--- config.mk ---
export PLATFORM = sky130hd
export DESIGN_NAME = irq_ctrl
export DESIGN_NICKNAME = d
export VERILOG_FILES = /design/src/irq_ctrl_pkg.sv /design/src/irq_event_detect.sv /design/src/irq_ctrl.sv
export VERILOG_INCLUDE_DIRS = /design/src
export SDC_FILE = /design/constraint.sdc
export NUM_CORES = 1
export LEC_CHECK = 0
export BUFFER_PORTS_ARGS = -buffer_cell sky130_fd_sc_hd__buf_4
export CAP_MARGIN = 0
export CORE_MARGIN = 1
export CORE_UTILIZATION = 49
export CTS_CLUSTER_SIZE = 8
export DETAILED_ROUTE_END_ITERATION = 6
export HOLD_SLACK_MARGIN = 0.06
export PLACE_DENSITY = 0.74
export SLEW_MARGIN = 20
export SYNTH_ARGS = -nofsm -noshare
export SYNTH_HDL_FRONTEND = slang
export SYNTH_SLANG_ARGS = --single-unit
--- constraint.sdc ---
create_clock -name clock -period 2.5 [get_ports clock]
set_clock_uncertainty 0.1 [all_clocks]
set_input_delay 0.125 -clock clock [delete_from_list [all_inputs] [get_ports clock]]
set_output_delay 0.125 -clock clock [all_outputs]
set_load 0.01 [all_outputs]
--- src/irq_ctrl_regs.svh ---
// register offsets, field positions, reset values and vectors of the interrupt control block
`ifndef IRQ_CTRL_REGS_SVH
`define IRQ_CTRL_REGS_SVH
`define ICF_ADDR_BANK0 8'h0b
`define ICF_ADDR_BANK1 8'h8b
`define PIRF_ADDR 8'h0c
`define PIEN_ADDR 8'h8c
`define ICF_GIE_BIT 7
`define ICF_PERIPHERAL_GROUP_ENABLE_BIT 6
`define ICF_TOIE_BIT 5
`define ICF_INTE_BIT 4
`define ICF_RBIE_BIT 3
`define ICF_TOIF_BIT 2
`define ICF_EDGE_IRQ_FLAG_BIT 1
`define ICF_PORT_CHANGE_FLAG_BIT 0
`define CMP_BIT 6
`define PER_IMPL_MASK 8'h40
`define ICF_RESET 8'h00
`define PER_RESET 8'h00
`define RESET_VECTOR 13'h0000
`define IRQ_VECTOR 13'h0004
`endif

--- src/irq_ctrl_pkg.sv ---
// types shared by the interrupt control block
package irq_ctrl_pkg;
	typedef struct packed {
		logic wr;
		logic rd;
		logic [7:0] addr;
		logic [7:0] wdata;
	} reg_req_t;
	typedef struct packed {
		logic timer_zero_overflow;
		logic edge_irq_pin;
		logic [3:0] port_b_upper_pins;
		logic comparator_out;
	} event_in_t;
	typedef enum logic [1:0] {
		PC_RUN,
		PC_VECTOR
	} pc_state_t;
endpackage

--- src/irq_event_detect.sv ---
// synchronises event inputs and turns them into one-cycle condition pulses
`timescale 1ns/1ns
`include "irq_ctrl_regs.svh"
module irq_event_detect (
	input wire logic clock,
	input wire logic rst_n,
	input wire logic edge_rising,
	input wire irq_ctrl_pkg::event_in_t events,
	output logic timer_pulse,
	output logic edge_pulse,
	output logic port_pulse,
	output logic cmp_pulse
);
	irq_ctrl_pkg::event_in_t sync1_reg;
	irq_ctrl_pkg::event_in_t sync2_reg;
	irq_ctrl_pkg::event_in_t last_reg;
	logic [2:0] primed_reg;

	always_ff @(posedge clock or negedge rst_n) begin
		if (!rst_n) begin
			sync1_reg <= '0;
			sync2_reg <= '0;
			last_reg <= '0;
			primed_reg <= 3'h0;
		end else begin
			sync1_reg <= events;
			sync2_reg <= sync1_reg;
			last_reg <= sync2_reg;
			primed_reg <= {primed_reg[1:0], 1'b1};
		end
	end

	// pipeline is three deep; wait until last_reg holds a real sample so pulled-up pins give no false edge
	always_comb begin
		timer_pulse = primed_reg[2] && sync2_reg.timer_zero_overflow && !last_reg.timer_zero_overflow;
		if (edge_rising) begin
			edge_pulse = primed_reg[2] && sync2_reg.edge_irq_pin && !last_reg.edge_irq_pin;
		end else begin
			edge_pulse = primed_reg[2] && !sync2_reg.edge_irq_pin && last_reg.edge_irq_pin;
		end
		port_pulse = primed_reg[2] && (sync2_reg.port_b_upper_pins != last_reg.port_b_upper_pins);
		cmp_pulse = primed_reg[2] && (sync2_reg.comparator_out != last_reg.comparator_out);
	end
endmodule // irq_event_detect

--- src/irq_ctrl.sv ---
// interrupt control registers, request logic and program counter vectoring
`timescale 1ns/1ns
`include "irq_ctrl_regs.svh"
// What this block does
// - Flags set on their condition regardless of any enable bit.
// - Bit 7 of control register is global enable gating every request.
// - Control register holds all non-comparator enables and flags, read and write.
// - Control register appears at both bank addresses with shared storage.
// - Edge pin event sets its flag; it stays until software clears it.
// - Any change on upper four port B pins sets the port-change flag.
// - Peripheral enable bit 6 enables the comparator interrupt.
// - Peripheral flag bit 6 sets when the comparator input changes.
// - Other peripheral enable and flag bits read zero and ignore writes.
// - Program counter starts at 0000h and jumps to 0004h on interrupt.
module irq_ctrl (
	input wire logic clock,
	input wire logic reset_n,
	input wire irq_ctrl_pkg::reg_req_t req,
	input wire irq_ctrl_pkg::event_in_t events,
	input wire logic edge_rising,
	input wire logic irq_ack,
	input wire logic ret_from_irq,
	input wire logic pc_load,
	input wire logic [12:0] pc_load_value,
	output logic [7:0] rdata,
	output logic irq_request,
	output logic [12:0] program_counter,
	output logic in_handler
);
	logic rst_s1_reg;
	logic rst_n_reg;
	logic [7:0] icf_reg;
	logic [7:0] icf_next;
	logic [7:0] pirf_reg;
	logic [7:0] pirf_next;
	logic [7:0] pien_reg;
	logic [7:0] pien_next;
	logic [12:0] pc_next;
	logic timer_pulse;
	logic edge_pulse;
	logic port_pulse;
	logic cmp_pulse;
	logic icf_hit;
	logic pending;
	irq_ctrl_pkg::pc_state_t pc_state_reg;

	always_ff @(posedge clock or negedge reset_n) begin
		if (!reset_n) begin
			rst_s1_reg <= 1'b0;
			rst_n_reg <= 1'b0;
		end else begin
			rst_s1_reg <= 1'b1;
			rst_n_reg <= rst_s1_reg;
		end
	end

	irq_event_detect u_detect (
		.clock(clock),
		.rst_n(rst_n_reg),
		.edge_rising(edge_rising),
		.events(events),
		.timer_pulse(timer_pulse),
		.edge_pulse(edge_pulse),
		.port_pulse(port_pulse),
		.cmp_pulse(cmp_pulse)
	);

	assign icf_hit = req.wr && (req.addr == `ICF_ADDR_BANK0 || req.addr == `ICF_ADDR_BANK1);

	// write first, then hardware sets on top so an event never loses to a clear
	always_comb begin
		icf_next = icf_reg;
		if (icf_hit) begin
			icf_next = req.wdata;
		end
		if (timer_pulse) begin
			icf_next[`ICF_TOIF_BIT] = 1'b1;
		end
		if (edge_pulse) begin
			icf_next[`ICF_EDGE_IRQ_FLAG_BIT] = 1'b1;
		end
		if (port_pulse) begin
			icf_next[`ICF_PORT_CHANGE_FLAG_BIT] = 1'b1;
		end
		if (irq_ack && irq_request) begin
			icf_next[`ICF_GIE_BIT] = 1'b0;
		end
		if (ret_from_irq) begin
			icf_next[`ICF_GIE_BIT] = 1'b1;
		end
	end

	always_comb begin
		pirf_next = pirf_reg;
		if (req.wr && req.addr == `PIRF_ADDR) begin
			pirf_next = req.wdata & `PER_IMPL_MASK;
		end
		if (cmp_pulse) begin
			pirf_next[`CMP_BIT] = 1'b1;
		end
	end

	always_comb begin
		pien_next = pien_reg;
		if (req.wr && req.addr == `PIEN_ADDR) begin
			pien_next = req.wdata & `PER_IMPL_MASK;
		end
	end

	always_ff @(posedge clock or negedge rst_n_reg) begin
		if (!rst_n_reg) begin
			icf_reg <= `ICF_RESET;
			pirf_reg <= `PER_RESET;
			pien_reg <= `PER_RESET;
		end else begin
			icf_reg <= icf_next;
			pirf_reg <= pirf_next;
			pien_reg <= pien_next;
		end
	end

	// request sees the flag in the cycle after it is set; an enable set over a stale flag fires at once
	assign pending = (icf_reg[`ICF_TOIE_BIT] && icf_reg[`ICF_TOIF_BIT])
		|| (icf_reg[`ICF_INTE_BIT] && icf_reg[`ICF_EDGE_IRQ_FLAG_BIT])
		|| (icf_reg[`ICF_RBIE_BIT] && icf_reg[`ICF_PORT_CHANGE_FLAG_BIT])
		|| (icf_reg[`ICF_PERIPHERAL_GROUP_ENABLE_BIT] && pien_reg[`CMP_BIT] && pirf_reg[`CMP_BIT]);

	always_ff @(posedge clock or negedge rst_n_reg) begin
		if (!rst_n_reg) begin
			irq_request <= 1'b0;
		end else begin
			irq_request <= icf_next[`ICF_GIE_BIT] && pending && !(irq_ack && irq_request);
		end
	end

	always_ff @(posedge clock or negedge rst_n_reg) begin
		if (!rst_n_reg) begin
			rdata <= 8'h00;
		end else if (req.rd) begin
			case (req.addr)
				`ICF_ADDR_BANK0, `ICF_ADDR_BANK1: rdata <= icf_reg;
				`PIRF_ADDR: rdata <= pirf_reg & `PER_IMPL_MASK;
				`PIEN_ADDR: rdata <= pien_reg & `PER_IMPL_MASK;
				default: rdata <= 8'h00;
			endcase
		end else begin
			rdata <= 8'h00;
		end
	end

	always_comb begin
		pc_next = program_counter;
		if (irq_ack && irq_request) begin
			pc_next = `IRQ_VECTOR;
		end else if (pc_load) begin
			pc_next = pc_load_value;
		end
	end

	always_ff @(posedge clock or negedge rst_n_reg) begin
		if (!rst_n_reg) begin
			program_counter <= `RESET_VECTOR;
			pc_state_reg <= irq_ctrl_pkg::PC_RUN;
			in_handler <= 1'b0;
		end else begin
			program_counter <= pc_next;
			case (pc_state_reg)
				irq_ctrl_pkg::PC_RUN: begin
					if (irq_ack && irq_request) begin
						pc_state_reg <= irq_ctrl_pkg::PC_VECTOR;
						in_handler <= 1'b1;
					end
				end
				irq_ctrl_pkg::PC_VECTOR: begin
					if (ret_from_irq) begin
						pc_state_reg <= irq_ctrl_pkg::PC_RUN;
						in_handler <= 1'b0;
					end
				end
				default: begin
					pc_state_reg <= irq_ctrl_pkg::PC_RUN;
					in_handler <= 1'b0;
				end
			endcase
		end
	end

	edge_flag_sets_a: assert property (@(posedge clock) disable iff (!rst_n_reg)
		edge_pulse |=> icf_reg[`ICF_EDGE_IRQ_FLAG_BIT]) else $error("edge flag not set");
	timer_flag_sets_a: assert property (@(posedge clock) disable iff (!rst_n_reg)
		timer_pulse |=> icf_reg[`ICF_TOIF_BIT]) else $error("timer flag not set");
	port_flag_sets_a: assert property (@(posedge clock) disable iff (!rst_n_reg)
		port_pulse |=> icf_reg[`ICF_PORT_CHANGE_FLAG_BIT]) else $error("port flag not set");
	cmp_flag_sets_a: assert property (@(posedge clock) disable iff (!rst_n_reg)
		cmp_pulse |=> pirf_reg[`CMP_BIT]) else $error("comparator flag not set");
	gie_gates_req_a: assert property (@(posedge clock) disable iff (!rst_n_reg)
		irq_request |-> icf_reg[`ICF_GIE_BIT] && $past(pending)) else $error("request without enables");
	req_follows_a: assert property (@(posedge clock) disable iff (!rst_n_reg)
		(icf_reg[`ICF_GIE_BIT] && pending && !irq_ack && !ret_from_irq && !req.wr) |=> irq_request)
		else $error("request missing");
	unimpl_zero_a: assert property (@(posedge clock) disable iff (!rst_n_reg)
		((pirf_reg | pien_reg) & ~`PER_IMPL_MASK) == 8'h00) else $error("unimplemented bit set");
	bank_alias_a: assert property (@(posedge clock) disable iff (!rst_n_reg)
		req.rd && req.addr == `ICF_ADDR_BANK1 |=> rdata == $past(icf_reg)) else $error("bank alias mismatch");
	vector_jump_a: assert property (@(posedge clock) disable iff (!rst_n_reg)
		irq_ack && irq_request |=> program_counter == `IRQ_VECTOR && !icf_reg[`ICF_GIE_BIT])
		else $error("vector not taken");
	set_beats_clear_a: assert property (@(posedge clock) disable iff (!rst_n_reg)
		icf_hit && !req.wdata[`ICF_EDGE_IRQ_FLAG_BIT] && edge_pulse |=> icf_reg[`ICF_EDGE_IRQ_FLAG_BIT])
		else $error("clear beat event");
	cmp_enable_a: assert property (@(posedge clock) disable iff (!rst_n_reg)
		req.wr && req.addr == `PIEN_ADDR |=> pien_reg[`CMP_BIT] == $past(req.wdata[`CMP_BIT]))
		else $error("comparator enable not stored");

	irq_taken_c: cover property (@(posedge clock) disable iff (!rst_n_reg) irq_ack && irq_request);
	cmp_irq_c: cover property (@(posedge clock) disable iff (!rst_n_reg) irq_request && pirf_reg[`CMP_BIT]);
	race_clear_c: cover property (@(posedge clock) disable iff (!rst_n_reg) icf_hit && edge_pulse);
	return_c: cover property (@(posedge clock) disable iff (!rst_n_reg) in_handler && ret_from_irq);
endmodule // irq_ctrl

==> impl_metrics.env, run 1 <==
export IMPL_status="finished, final reports clean"
export IMPL_wl_per_cell_um=15.7
export IMPL_clkPwrFrac_pct=43.2
export IMPL_syn_area_um2=2110
export IMPL_p_sw_share_pct=21.4
export IMPL_yosysSeqAreaShare_pct=69.9
export IMPL_power_per_cell_area_nw_per_um2=728
export IMPL_cap_violations=0
export IMPL_p_comb_share_pct=12.2
export IMPL_finalSetupTns_ps=0
export IMPL_multi_input_area_um2=627
export IMPL_rrSetupSlack_ps=920
export IMPL_seq_area_um2=1480
export IMPL_rr_endpoint="rdata[6]"
export IMPL_grt_pass1_wl_um=7580
export IMPL_synth_top_family_by_area="simple AND/OR/NAND/NOR gates"
export IMPL_p_int_mw=1.88
export IMPL_synth_edf_count=0
export IMPL_final_hold_viol_count=0
export IMPL_globalplace_congestion=0.785
export IMPL_start_kind="primary input"
export IMPL_hold_class="in2reg"
export IMPL_core_area_um2=4060
export IMPL_fin_crit_sh_pct=81.5
export IMPL_worstPathMaxFanout=5
export IMPL_setup_violations_final=0
export IMPL_leakage_nw=1.58
export IMPL_viasPerCell=5.12
export IMPL_cp_slowest_stage_delay_ps=580
export IMPL_synthMuxAreaShare_pct=10.3
export IMPL_hold_path_cell_count=3
export IMPL_numCtsBuffers=9
export IMPL_htreeDepth=3
export IMPL_placementRows=23
export IMPL_synth_ff_type="dfrtp_1"
export IMPL_path_common_cell="dlygate4sd3_1"
export IMPL_ff2ff_path_depth=4
export IMPL_whs_endpoint="icf_reg[0]"
export IMPL_drive_above_1_share_pct=34.7
export IMPL_io_pins=67
export IMPL_grt_usage_pct=24.3
export IMPL_synth_simple_gate_area_share_pct=12.8
export IMPL_num_vias=1612
export IMPL_drt_iter0_drc=82
export IMPL_route_detailed_drc=0
export IMPL_postSynth_asyncResetShare_pct=100
export IMPL_clk_pin_slew_worst_paths_ps=70
export IMPL_io_buffers=66
export IMPL_dieWidth_um=67.7
export IMPL_yosysWarnings=0
export IMPL_final_max_slew_viol_count=0
export IMPL_clkSinkCount=59
export IMPL_min_from="req[0]"
export IMPL_fillers=231
export IMPL_antenna_found_initial=0
export IMPL_worst_pin_slew_ps=600
export IMPL_first_pass_iters=4
export IMPL_drtAntennaViolNets=0
export IMPL_p_sw_mw=0.510
export IMPL_synthCells=147
export IMPL_synth_fa_ha_area_share_pct=0
export IMPL_hpwl_um=3040
export IMPL_vdd_drop_max_mv=0.593
export IMPL_overflow=0
export IMPL_synth_distinct_cells=30
export IMPL_yosys_register_bits=59
export IMPL_root_buffer="clkbuf_8"
export IMPL_die_h_um=67.7
export IMPL_nNetsFinal=304
export IMPL_arrival_ps=2200
export IMPL_routed_wl_um=4940
export IMPL_syn_avg_cell_area_um2=14.4
export IMPL_cts_max_path_buffers=2
export IMPL_critPathSlowestCell="dlygate4sd3_1"
export IMPL_seqPwrFrac_pct=44.6
export IMPL_antenna_diode_count=0
export IMPL_fmax_mhz=491
export IMPL_slew_headroom_pct=59.9
export IMPL_grt_max_degree=37
export IMPL_worstPathRequired_ps=2660
export IMPL_path_class="in2reg"
export IMPL_r2r_start="pirf_reg[6]"
export IMPL_grt_setup_unrepaired="false"
export IMPL_path_cells="dlygate4sd3_1 > buf_4 > nand3_1 > dlygate4sd3_1 > a21oi_1 > dlygate4sd3_1"
export IMPL_synth_xor_area_share_pct=2.07
export IMPL_die_area_um2=4580
export IMPL_cts_setup_buffers=0
export IMPL_setup_worst_path_end_class="flip-flop"
export IMPL_clk_latency_ps=320
export IMPL_grt_pass1_vias=1691
export IMPL_start_util_pct=52.1
export IMPL_cts_tree="done"
export IMPL_largest_register_ffs=13
export IMPL_holdWs_ps=90.9
export IMPL_fin_crit_ps=2040
export IMPL_synth_compound_area_share_pct=4.15
export IMPL_area_growth_synth_to_final_pct=55.4
==> cell type report <==
class	count	share of cell area [%]
Clock buffer	11	4.31
Clock inverter	5	3.05
Multi-Input combinational cell	86	19.1
Sequential cell	59	45.0
Tap cell	50	1.91
Timing Repair Buffer	104	26.6
==> worst max-delay path by stage <==
| stage | end | cells after the start | from | slack, ps |
|---|---|---|---|---|
| floorplan | icf_reg[0] | 0 | rst_n_reg | 640 |
| global route | rdata[6] | 6 | req[11] | 400 |
| global placement | icf_reg[3] | 4 | req[14] | 920 |
| detailed placement | icf_reg[1] | 4 | req[14] | 880 |
| finish | rdata[6] | 6 | req[11] | 460 |
| CTS | rdata[6] | 6 | req[11] | 580 |
==> metrics by stage <==
step | cells | area (um2) | power (mW) | util (%) | worst slack, ps
global route | 315 | 3280 | 2.47 | 80.9 | 402
global placement | 262 | 2670 | 1.30 | 65.8 | 920
floorplan | 148 | 2120 | 1.17 | - | 636
CTS | 315 | 3280 | 2.40 | 80.9 | 575
detailed placement | 262 | 2670 | 1.32 | 65.8 | 880
finish | 315 | 3280 | 2.39 | 80.9 | 462
==> layout by cell type, fill, tap and decap left out, drive strengths merged, types with 3 or more instances in the layout <==
cell	n
buf	67
dfrtp	59
dlygate4sd3	37
mux2i	15
nor2	13
clkbuf	11
and2	8
mux2	6
nand2	6
a21oi	5
xnor2	4
nand4b	3
and3	3
bufinv	3
==> layer usage <==
layer  vias to the layer above  track usage, %  share of wire [%]
li1                        747               -                  -
met3                        17            6.76                5.0
met5                         -               0                  0
met2                        59            39.6                 51
met4                         0            17.3                3.9
met1                       789            27.3                 40
==> worst max-delay path: cells and delay by family <==
kind,cells,cell delay [ps]
and+or+nand+nor,1,60
AOI/OAI and AO/OA,1,150
buffers and inverters,4,1860
==> logic make-up (layout without fill, tap and decap cells) <==
group | count (synthesis) | in the layout
flops | 59 | 59
mux | 21 | 21
xor+xnor | 5 | 5
compound gates | 12 | 12
simple gates | 46 | 46
buf+inv | 3 | 120
other cells | 1 | 2
==> timing repair <==
action                                 CTS  global route
gates resized for setup                  0             0
hold buffers                            37             0
endpoints found under the hold margin   34             0
==> power by group through the flow <==
stage / sequential, mW / combinational, mW / clock (mW)
after CTS: 1.07 / 0.286 / 1.05
after global placement: 1.08 / 0.226 / 0
final: 1.07 / 0.291 / 1.03
after detailed placement: 1.08 / 0.235 / 0
after global routing: 1.07 / 0.315 / 1.09
after floorplan: 1.10 / 0.0792 / 0
==> cell usage after synthesis, types with 3 or more instances <==
cell type,number,area share (%)
dfrtp_1,59,70
nand4b_1,3,1.2
and2_1,8,2.4
mux2i_1,15,7.1
mux2_2,6,3.2
and3_1,3,0.89
nand2_1,6,1.1
nor2_1,12,2.1
xnor2_1,4,1.7
a21oi_1,5,1.2
Power figures use the tool's default switching activity.
==> run 2, diff against run 1 <==
clock period = 1.95 ns   (was 2.5 ns; I/O delays follow)
==> impl_metrics.env, run 2 (synthesized netlist as in run 1, its figures left out) <==
export IMPL_globalplace_congestion=0.766
export IMPL_slew_headroom_pct=59.9
export IMPL_worstPathRequired_ps=2050
export IMPL_area_growth_synth_to_final_pct=57.2
export IMPL_fillers=242
export IMPL_fin_crit_sh_pct=94.2
export IMPL_fmax_mhz=544
export IMPL_route_detailed_drc=0
export IMPL_drtAntennaViolNets=0
export IMPL_setup_worst_path_end_class="flip-flop"
export IMPL_drt_iter0_drc=71
export IMPL_grt_max_degree=33
export IMPL_grt_usage_pct=24.1
export IMPL_seq_area_um2=1480
export IMPL_htreeDepth=3
export IMPL_start_util_pct=52.1
export IMPL_drive_above_1_share_pct=34.8
export IMPL_path_common_cell="dlygate4sd3_1"
export IMPL_multi_input_area_um2=632
export IMPL_crit_buf_inv=3
export IMPL_die_h_um=67.7
export IMPL_path_class="in2reg"
export IMPL_hold_class="in2reg"
export IMPL_final_hold_viol_count=0
export IMPL_p_sw_share_pct=22.6
export IMPL_grt_pass1_wl_um=7690
export IMPL_final_max_slew_viol_count=0
export IMPL_hpwl_um=3030
export IMPL_worst_pin_slew_ps=600
export IMPL_leakage_nw=1.59
export IMPL_start_kind="primary input"
export IMPL_routed_wl_um=4870
export IMPL_grt_pass1_vias=1696
export IMPL_cts_setup_buffers=0
export IMPL_critPathSlowestCell="dlygate4sd3_1"
export IMPL_antenna_diode_count=0
export IMPL_cap_violations=0
export IMPL_arrival_ps=1940
export IMPL_cts_tree="done"
export IMPL_final_common_cell="buf_4"
export IMPL_root_buffer="clkbuf_8"
export IMPL_p_int_mw=2.22
export IMPL_first_pass_iters=4
export IMPL_worstPathMaxFanout=4
export IMPL_status="finished, final reports clean"
export IMPL_total_power_mw=2.88
export IMPL_antenna_found_initial=0
export IMPL_wl_per_cell_um=15.2
export IMPL_setup_violations_final=0
export IMPL_nNetsFinal=309
export IMPL_overflow=0
export IMPL_cts_max_path_buffers=2
export IMPL_core_area_um2=4060
export IMPL_vdd_drop_max_mv=0.642
export IMPL_largest_register_ffs=13
export IMPL_clkSinkCount=59
export IMPL_num_vias=1626
export IMPL_io_pins=67
export IMPL_path_cells="dlygate4sd3_1 > buf_4 > nor3b_2 > nand4_1 > mux2_2 > dlygate4sd3_1"
export IMPL_clkPwrFrac_pct=39.4
export IMPL_placementRows=23
export IMPL_p_sw_mw=0.650
export IMPL_io_buffers=66
export IMPL_die_area_um2=4580
export IMPL_cp_slowest_stage_delay_ps=560
export IMPL_finalSetupTns_ps=0
export IMPL_layout_common_cells="buf_4 (66), dfrtp_1 (58), dlygate4sd3_1 (42), mux2i_1 (15)"
export IMPL_power_per_cell_area_nw_per_um2=866
export IMPL_dieWidth_um=67.7
export IMPL_path_delay_family="buffers and inverters"
export IMPL_viasPerCell=5.08
export IMPL_p_comb_share_pct=13.1
export IMPL_numCtsBuffers=9
export IMPL_grt_setup_unrepaired="false"
export IMPL_clk_pin_slew_worst_paths_ps=60
export IMPL_fin_crit_ps=1840
export IMPL_clk_latency_ps=330
export IMPL_seqPwrFrac_pct=47.5
run 2: worst register-to-register path, delay by kind of cell (launching register included):
kind | cells | cell delay [ps]
buffers and inverters | 1 | 560
flip-flops | 1 | 400
multiplexers | 1 | 260
run 2: final cells by class:
type / instances / area share (%)
timing repair buffer: 109 / 28.2
sequential: 59 / 44.5
tap: 50 / 1.88
clock inverter: 4 / 1.43
multi-input combinational: 86 / 19.0
clock buffer: 12 / 4.97
run 2: layer usage:
| metal | global-route usage (%) | up-vias | part of all wire [%] |
|---|---|---|---|
| li1 | - | 753 | - |
| met1 | 27.9 | 796 | 40 |
| met2 | 39.6 | 66 | 52 |
| met3 | 6.42 | 11 | 5.5 |
| met4 | 14.9 | 0 | 2.7 |
| met5 | 0 | - | 0 |
run 2: power groups by stage:
stage / sequential [mW] / combinational [mW] / clock (mW)
finish: 1.37 / 0.377 / 1.13
global route: 1.38 / 0.408 / 1.22
CTS: 1.37 / 0.372 / 1.15
detailed placement: 1.39 / 0.301 / 0
global placement: 1.38 / 0.291 / 0
floorplan: 1.40 / 0.102 / 0
run 2: what timing repair did:
action                                  CTS  global route
endpoints found under the hold margin    35             0
endpoints found under the setup margin    0             1
resized for setup                         0             1
hold buffers                             42             0
run 2: path summary, 6_finish.rpt:
path | start | to | slack [ps] | depth (start not counted)
worst min-delay path | req[12] | icf_reg[2] | 110 | 4
worst min register to register | rst_n_reg | program_counter[4] | 170 | 0
worst max-delay path | req[10] | pien_reg[6] | 110 | 6
max in group asynchronous | rst_n_reg | u_detect.sync2_reg[0] | 1020 | 1
min in group asynchronous | rst_n_reg | program_counter[4] | 170 | 0
worst max register to register | pien_reg[6] | pien_reg[6] | 520 | 2
run 2: metrics by stage:
step | hold WS [ps] | util (%) | setup WS, ps | instance area (um2) | instances
after floorplan | -298 | - | 85.7 | 2120 | 148
after global placement | -220 | 66.1 | 396 | 2680 | 262
after detailed placement | -219 | 66.1 | 358 | 2680 | 262
after CTS | 97.1 | 81.7 | 60.9 | 3320 | 320
after global routing | 119 | 81.8 | 75.0 | 3320 | 320
final | 113 | 81.8 | 113 | 3320 | 320
==> run 3, diff against run 2 <==
--- a/config.mk
+++ b/config.mk
@@ -16,2 +16,3 @@
 export PLACE_DENSITY = 0.74
+export SKIP_CTS_REPAIR_TIMING = 1
 export SLEW_MARGIN = 20
==> constraint.sdc (replaced) <==
create_clock -name clock -period 1.95 [get_ports clock]
set_clock_uncertainty 0.1 [all_clocks]
set_input_delay 0.195 -clock clock [delete_from_list [all_inputs] [get_ports clock]]
set_output_delay 0.195 -clock clock [all_outputs]
set_load 0.01 [all_outputs]
==> impl_metrics.env, run 3 (synthesized netlist as in run 1, its figures left out) <==
export IMPL_grt_pass1_wl_um=6350
export IMPL_num_vias=1531
export IMPL_p_sw_share_pct=22.2
export IMPL_r2r_start="irq_request"
export IMPL_grt_use_met1_pct=24.5
export IMPL_final_common_cell="buf_4"
export IMPL_cts_max_path_buffers=2
export IMPL_clkSinkCount=59
export IMPL_final_max_slew_viol_count=0
export IMPL_p_comb_share_pct=12.1
export IMPL_grt_busiest_layer="met2"
export IMPL_numCtsBuffers=9
export IMPL_setup_violations_final=0
export IMPL_antenna_diode_count=0
export IMPL_route_detailed_drc=0
export IMPL_placed_cells=263
export IMPL_start_kind="primary input"
export IMPL_stdcell_area_um2=3180
export IMPL_viasPerCell=4.99
export IMPL_grtUsageMet2_pct=31.3
export IMPL_io_buffers=66
export IMPL_root_buffer="clkbuf_8"
export IMPL_die_h_um=67.7
export IMPL_cts_tree="done"
export IMPL_drive_above_1_share_pct=36.2
export IMPL_globalplace_congestion=0.793
export IMPL_worstPathRequired_ps=2050
export IMPL_htreeDepth=3
export IMPL_grt_usage_pct=20.3
export IMPL_path_class="in2reg"
export IMPL_p_sw_mw=0.634
export IMPL_dieWidth_um=67.7
export IMPL_clk_latency_ps=320
export IMPL_layout_common_cells="buf_4 (67), dfrtp_1 (58), dlygate4sd3_1 (28), mux2i_1 (15), nor2_1 (12)"
export IMPL_worstSetupStartpoint="req[10]"
export IMPL_fin_crit_sh_pct=84.8
export IMPL_critPathSlowestCell="dlygate4sd3_1"
export IMPL_finalNonFillerCells=307
export IMPL_arrival_ps=1760
export IMPL_finalSetupTns_ps=0
export IMPL_grt_pass1_vias=1404
export IMPL_placementRows=23
export IMPL_grt_setup_unrepaired="false"
export IMPL_path_cells="dlygate4sd3_1 > buf_4 > nand4b_1 > nor2_2 > mux2_2"
export IMPL_cap_violations=0
export IMPL_drtAntennaViolNets=0
export IMPL_dpl_cell_area_um2=2690
export IMPL_vdd_drop_max_mv=0.567
export IMPL_nNetsFinal=296
export IMPL_hold_class="in2reg"
export IMPL_first_pass_iters=4
export IMPL_io_pins=67
export IMPL_fin_crit_ps=1650
export IMPL_area_growth_synth_to_final_pct=50.5
export IMPL_start_util_pct=52.1
export IMPL_cp_slowest_stage_delay_ps=540
export IMPL_die_area_um2=4580
export IMPL_worstPathMaxFanout=5
export IMPL_largest_register_ffs=13
export IMPL_overflow=0
export IMPL_leakage_nw=1.53
export IMPL_clk_pin_slew_worst_paths_ps=60
export IMPL_clkPwrFrac_pct=40.2
export IMPL_seqPwrFrac_pct=47.7
export IMPL_hpwl_um=3050
export IMPL_holdWs_ps=52.1
export IMPL_grt_max_degree=37
export IMPL_p_int_mw=2.22
export IMPL_drt_iter0_drc=80
export IMPL_power_per_cell_area_nw_per_um2=899
export IMPL_routed_wl_um=4310
export IMPL_wl_per_cell_um=14.1
export IMPL_grt_use_met3_pct=5.57
export IMPL_fmax_mhz=604
export IMPL_antenna_found_initial=0
export IMPL_final_hold_viol_count=0
export IMPL_setup_worst_path_end_class="flip-flop"
export IMPL_core_area_um2=4060
export IMPL_status="finished, final reports clean"
export IMPL_min_from="pc_load_value[4]"
run 3: critical path: cells and delay by family:
kind / cells / cell delay (ps)
buf+inv: 2 / 680
simple gates: 2 / 500
mux: 1 / 370
run 3: layer usage:
metal | routed length [um] | vias to the layer above
met5 | 0 | -
met3 | 197 | 9
met1 | 1860 | 748
li1 | - | 732
met2 | 2170 | 42
met4 | 91 | 0
run 3: power groups by stage:
| stage | registers (mW) | clock network, mW | logic (mW) |
|---|---|---|---|
| floorplan | 1.40 | 0 | 0.102 |
| global placement | 1.38 | 0 | 0.293 |
| detailed placement | 1.39 | 0 | 0.303 |
| CTS | 1.36 | 1.18 | 0.304 |
| global route | 1.38 | 1.24 | 0.372 |
| finish | 1.36 | 1.15 | 0.345 |
run 3: final cells by class:
class,count,area [um2]
fill,243,880
tap,50,62.6
clock buffer,10,128
sequential,59,1480
clock inverter,6,80.1
multi-input combinational,86,627
timing repair buffer,96,803
run 3: worst paths after layout:
kind                                      end  slack, ps  cells past startpoint
setup / recovery                   icf_reg[6]        300                      5
hold / removal             program_counter[4]         50                      3
max in group asynchronous         irq_request       1080                      1
hold reg to reg                      rdata[4]        130                      0
min in group asynchronous           rst_n_reg         90                      2
setup reg to reg                  irq_request        730                      3
run 3: stage by stage:
stage,util (%),setup WS (ps),power [mW]
final,78.3,296,2.86
after global routing,78.3,274,2.99
after CTS,71.4,607,2.85
after detailed placement,66.3,256,1.69
after global placement,66.3,302,1.67
after floorplan,-,85.7,1.51
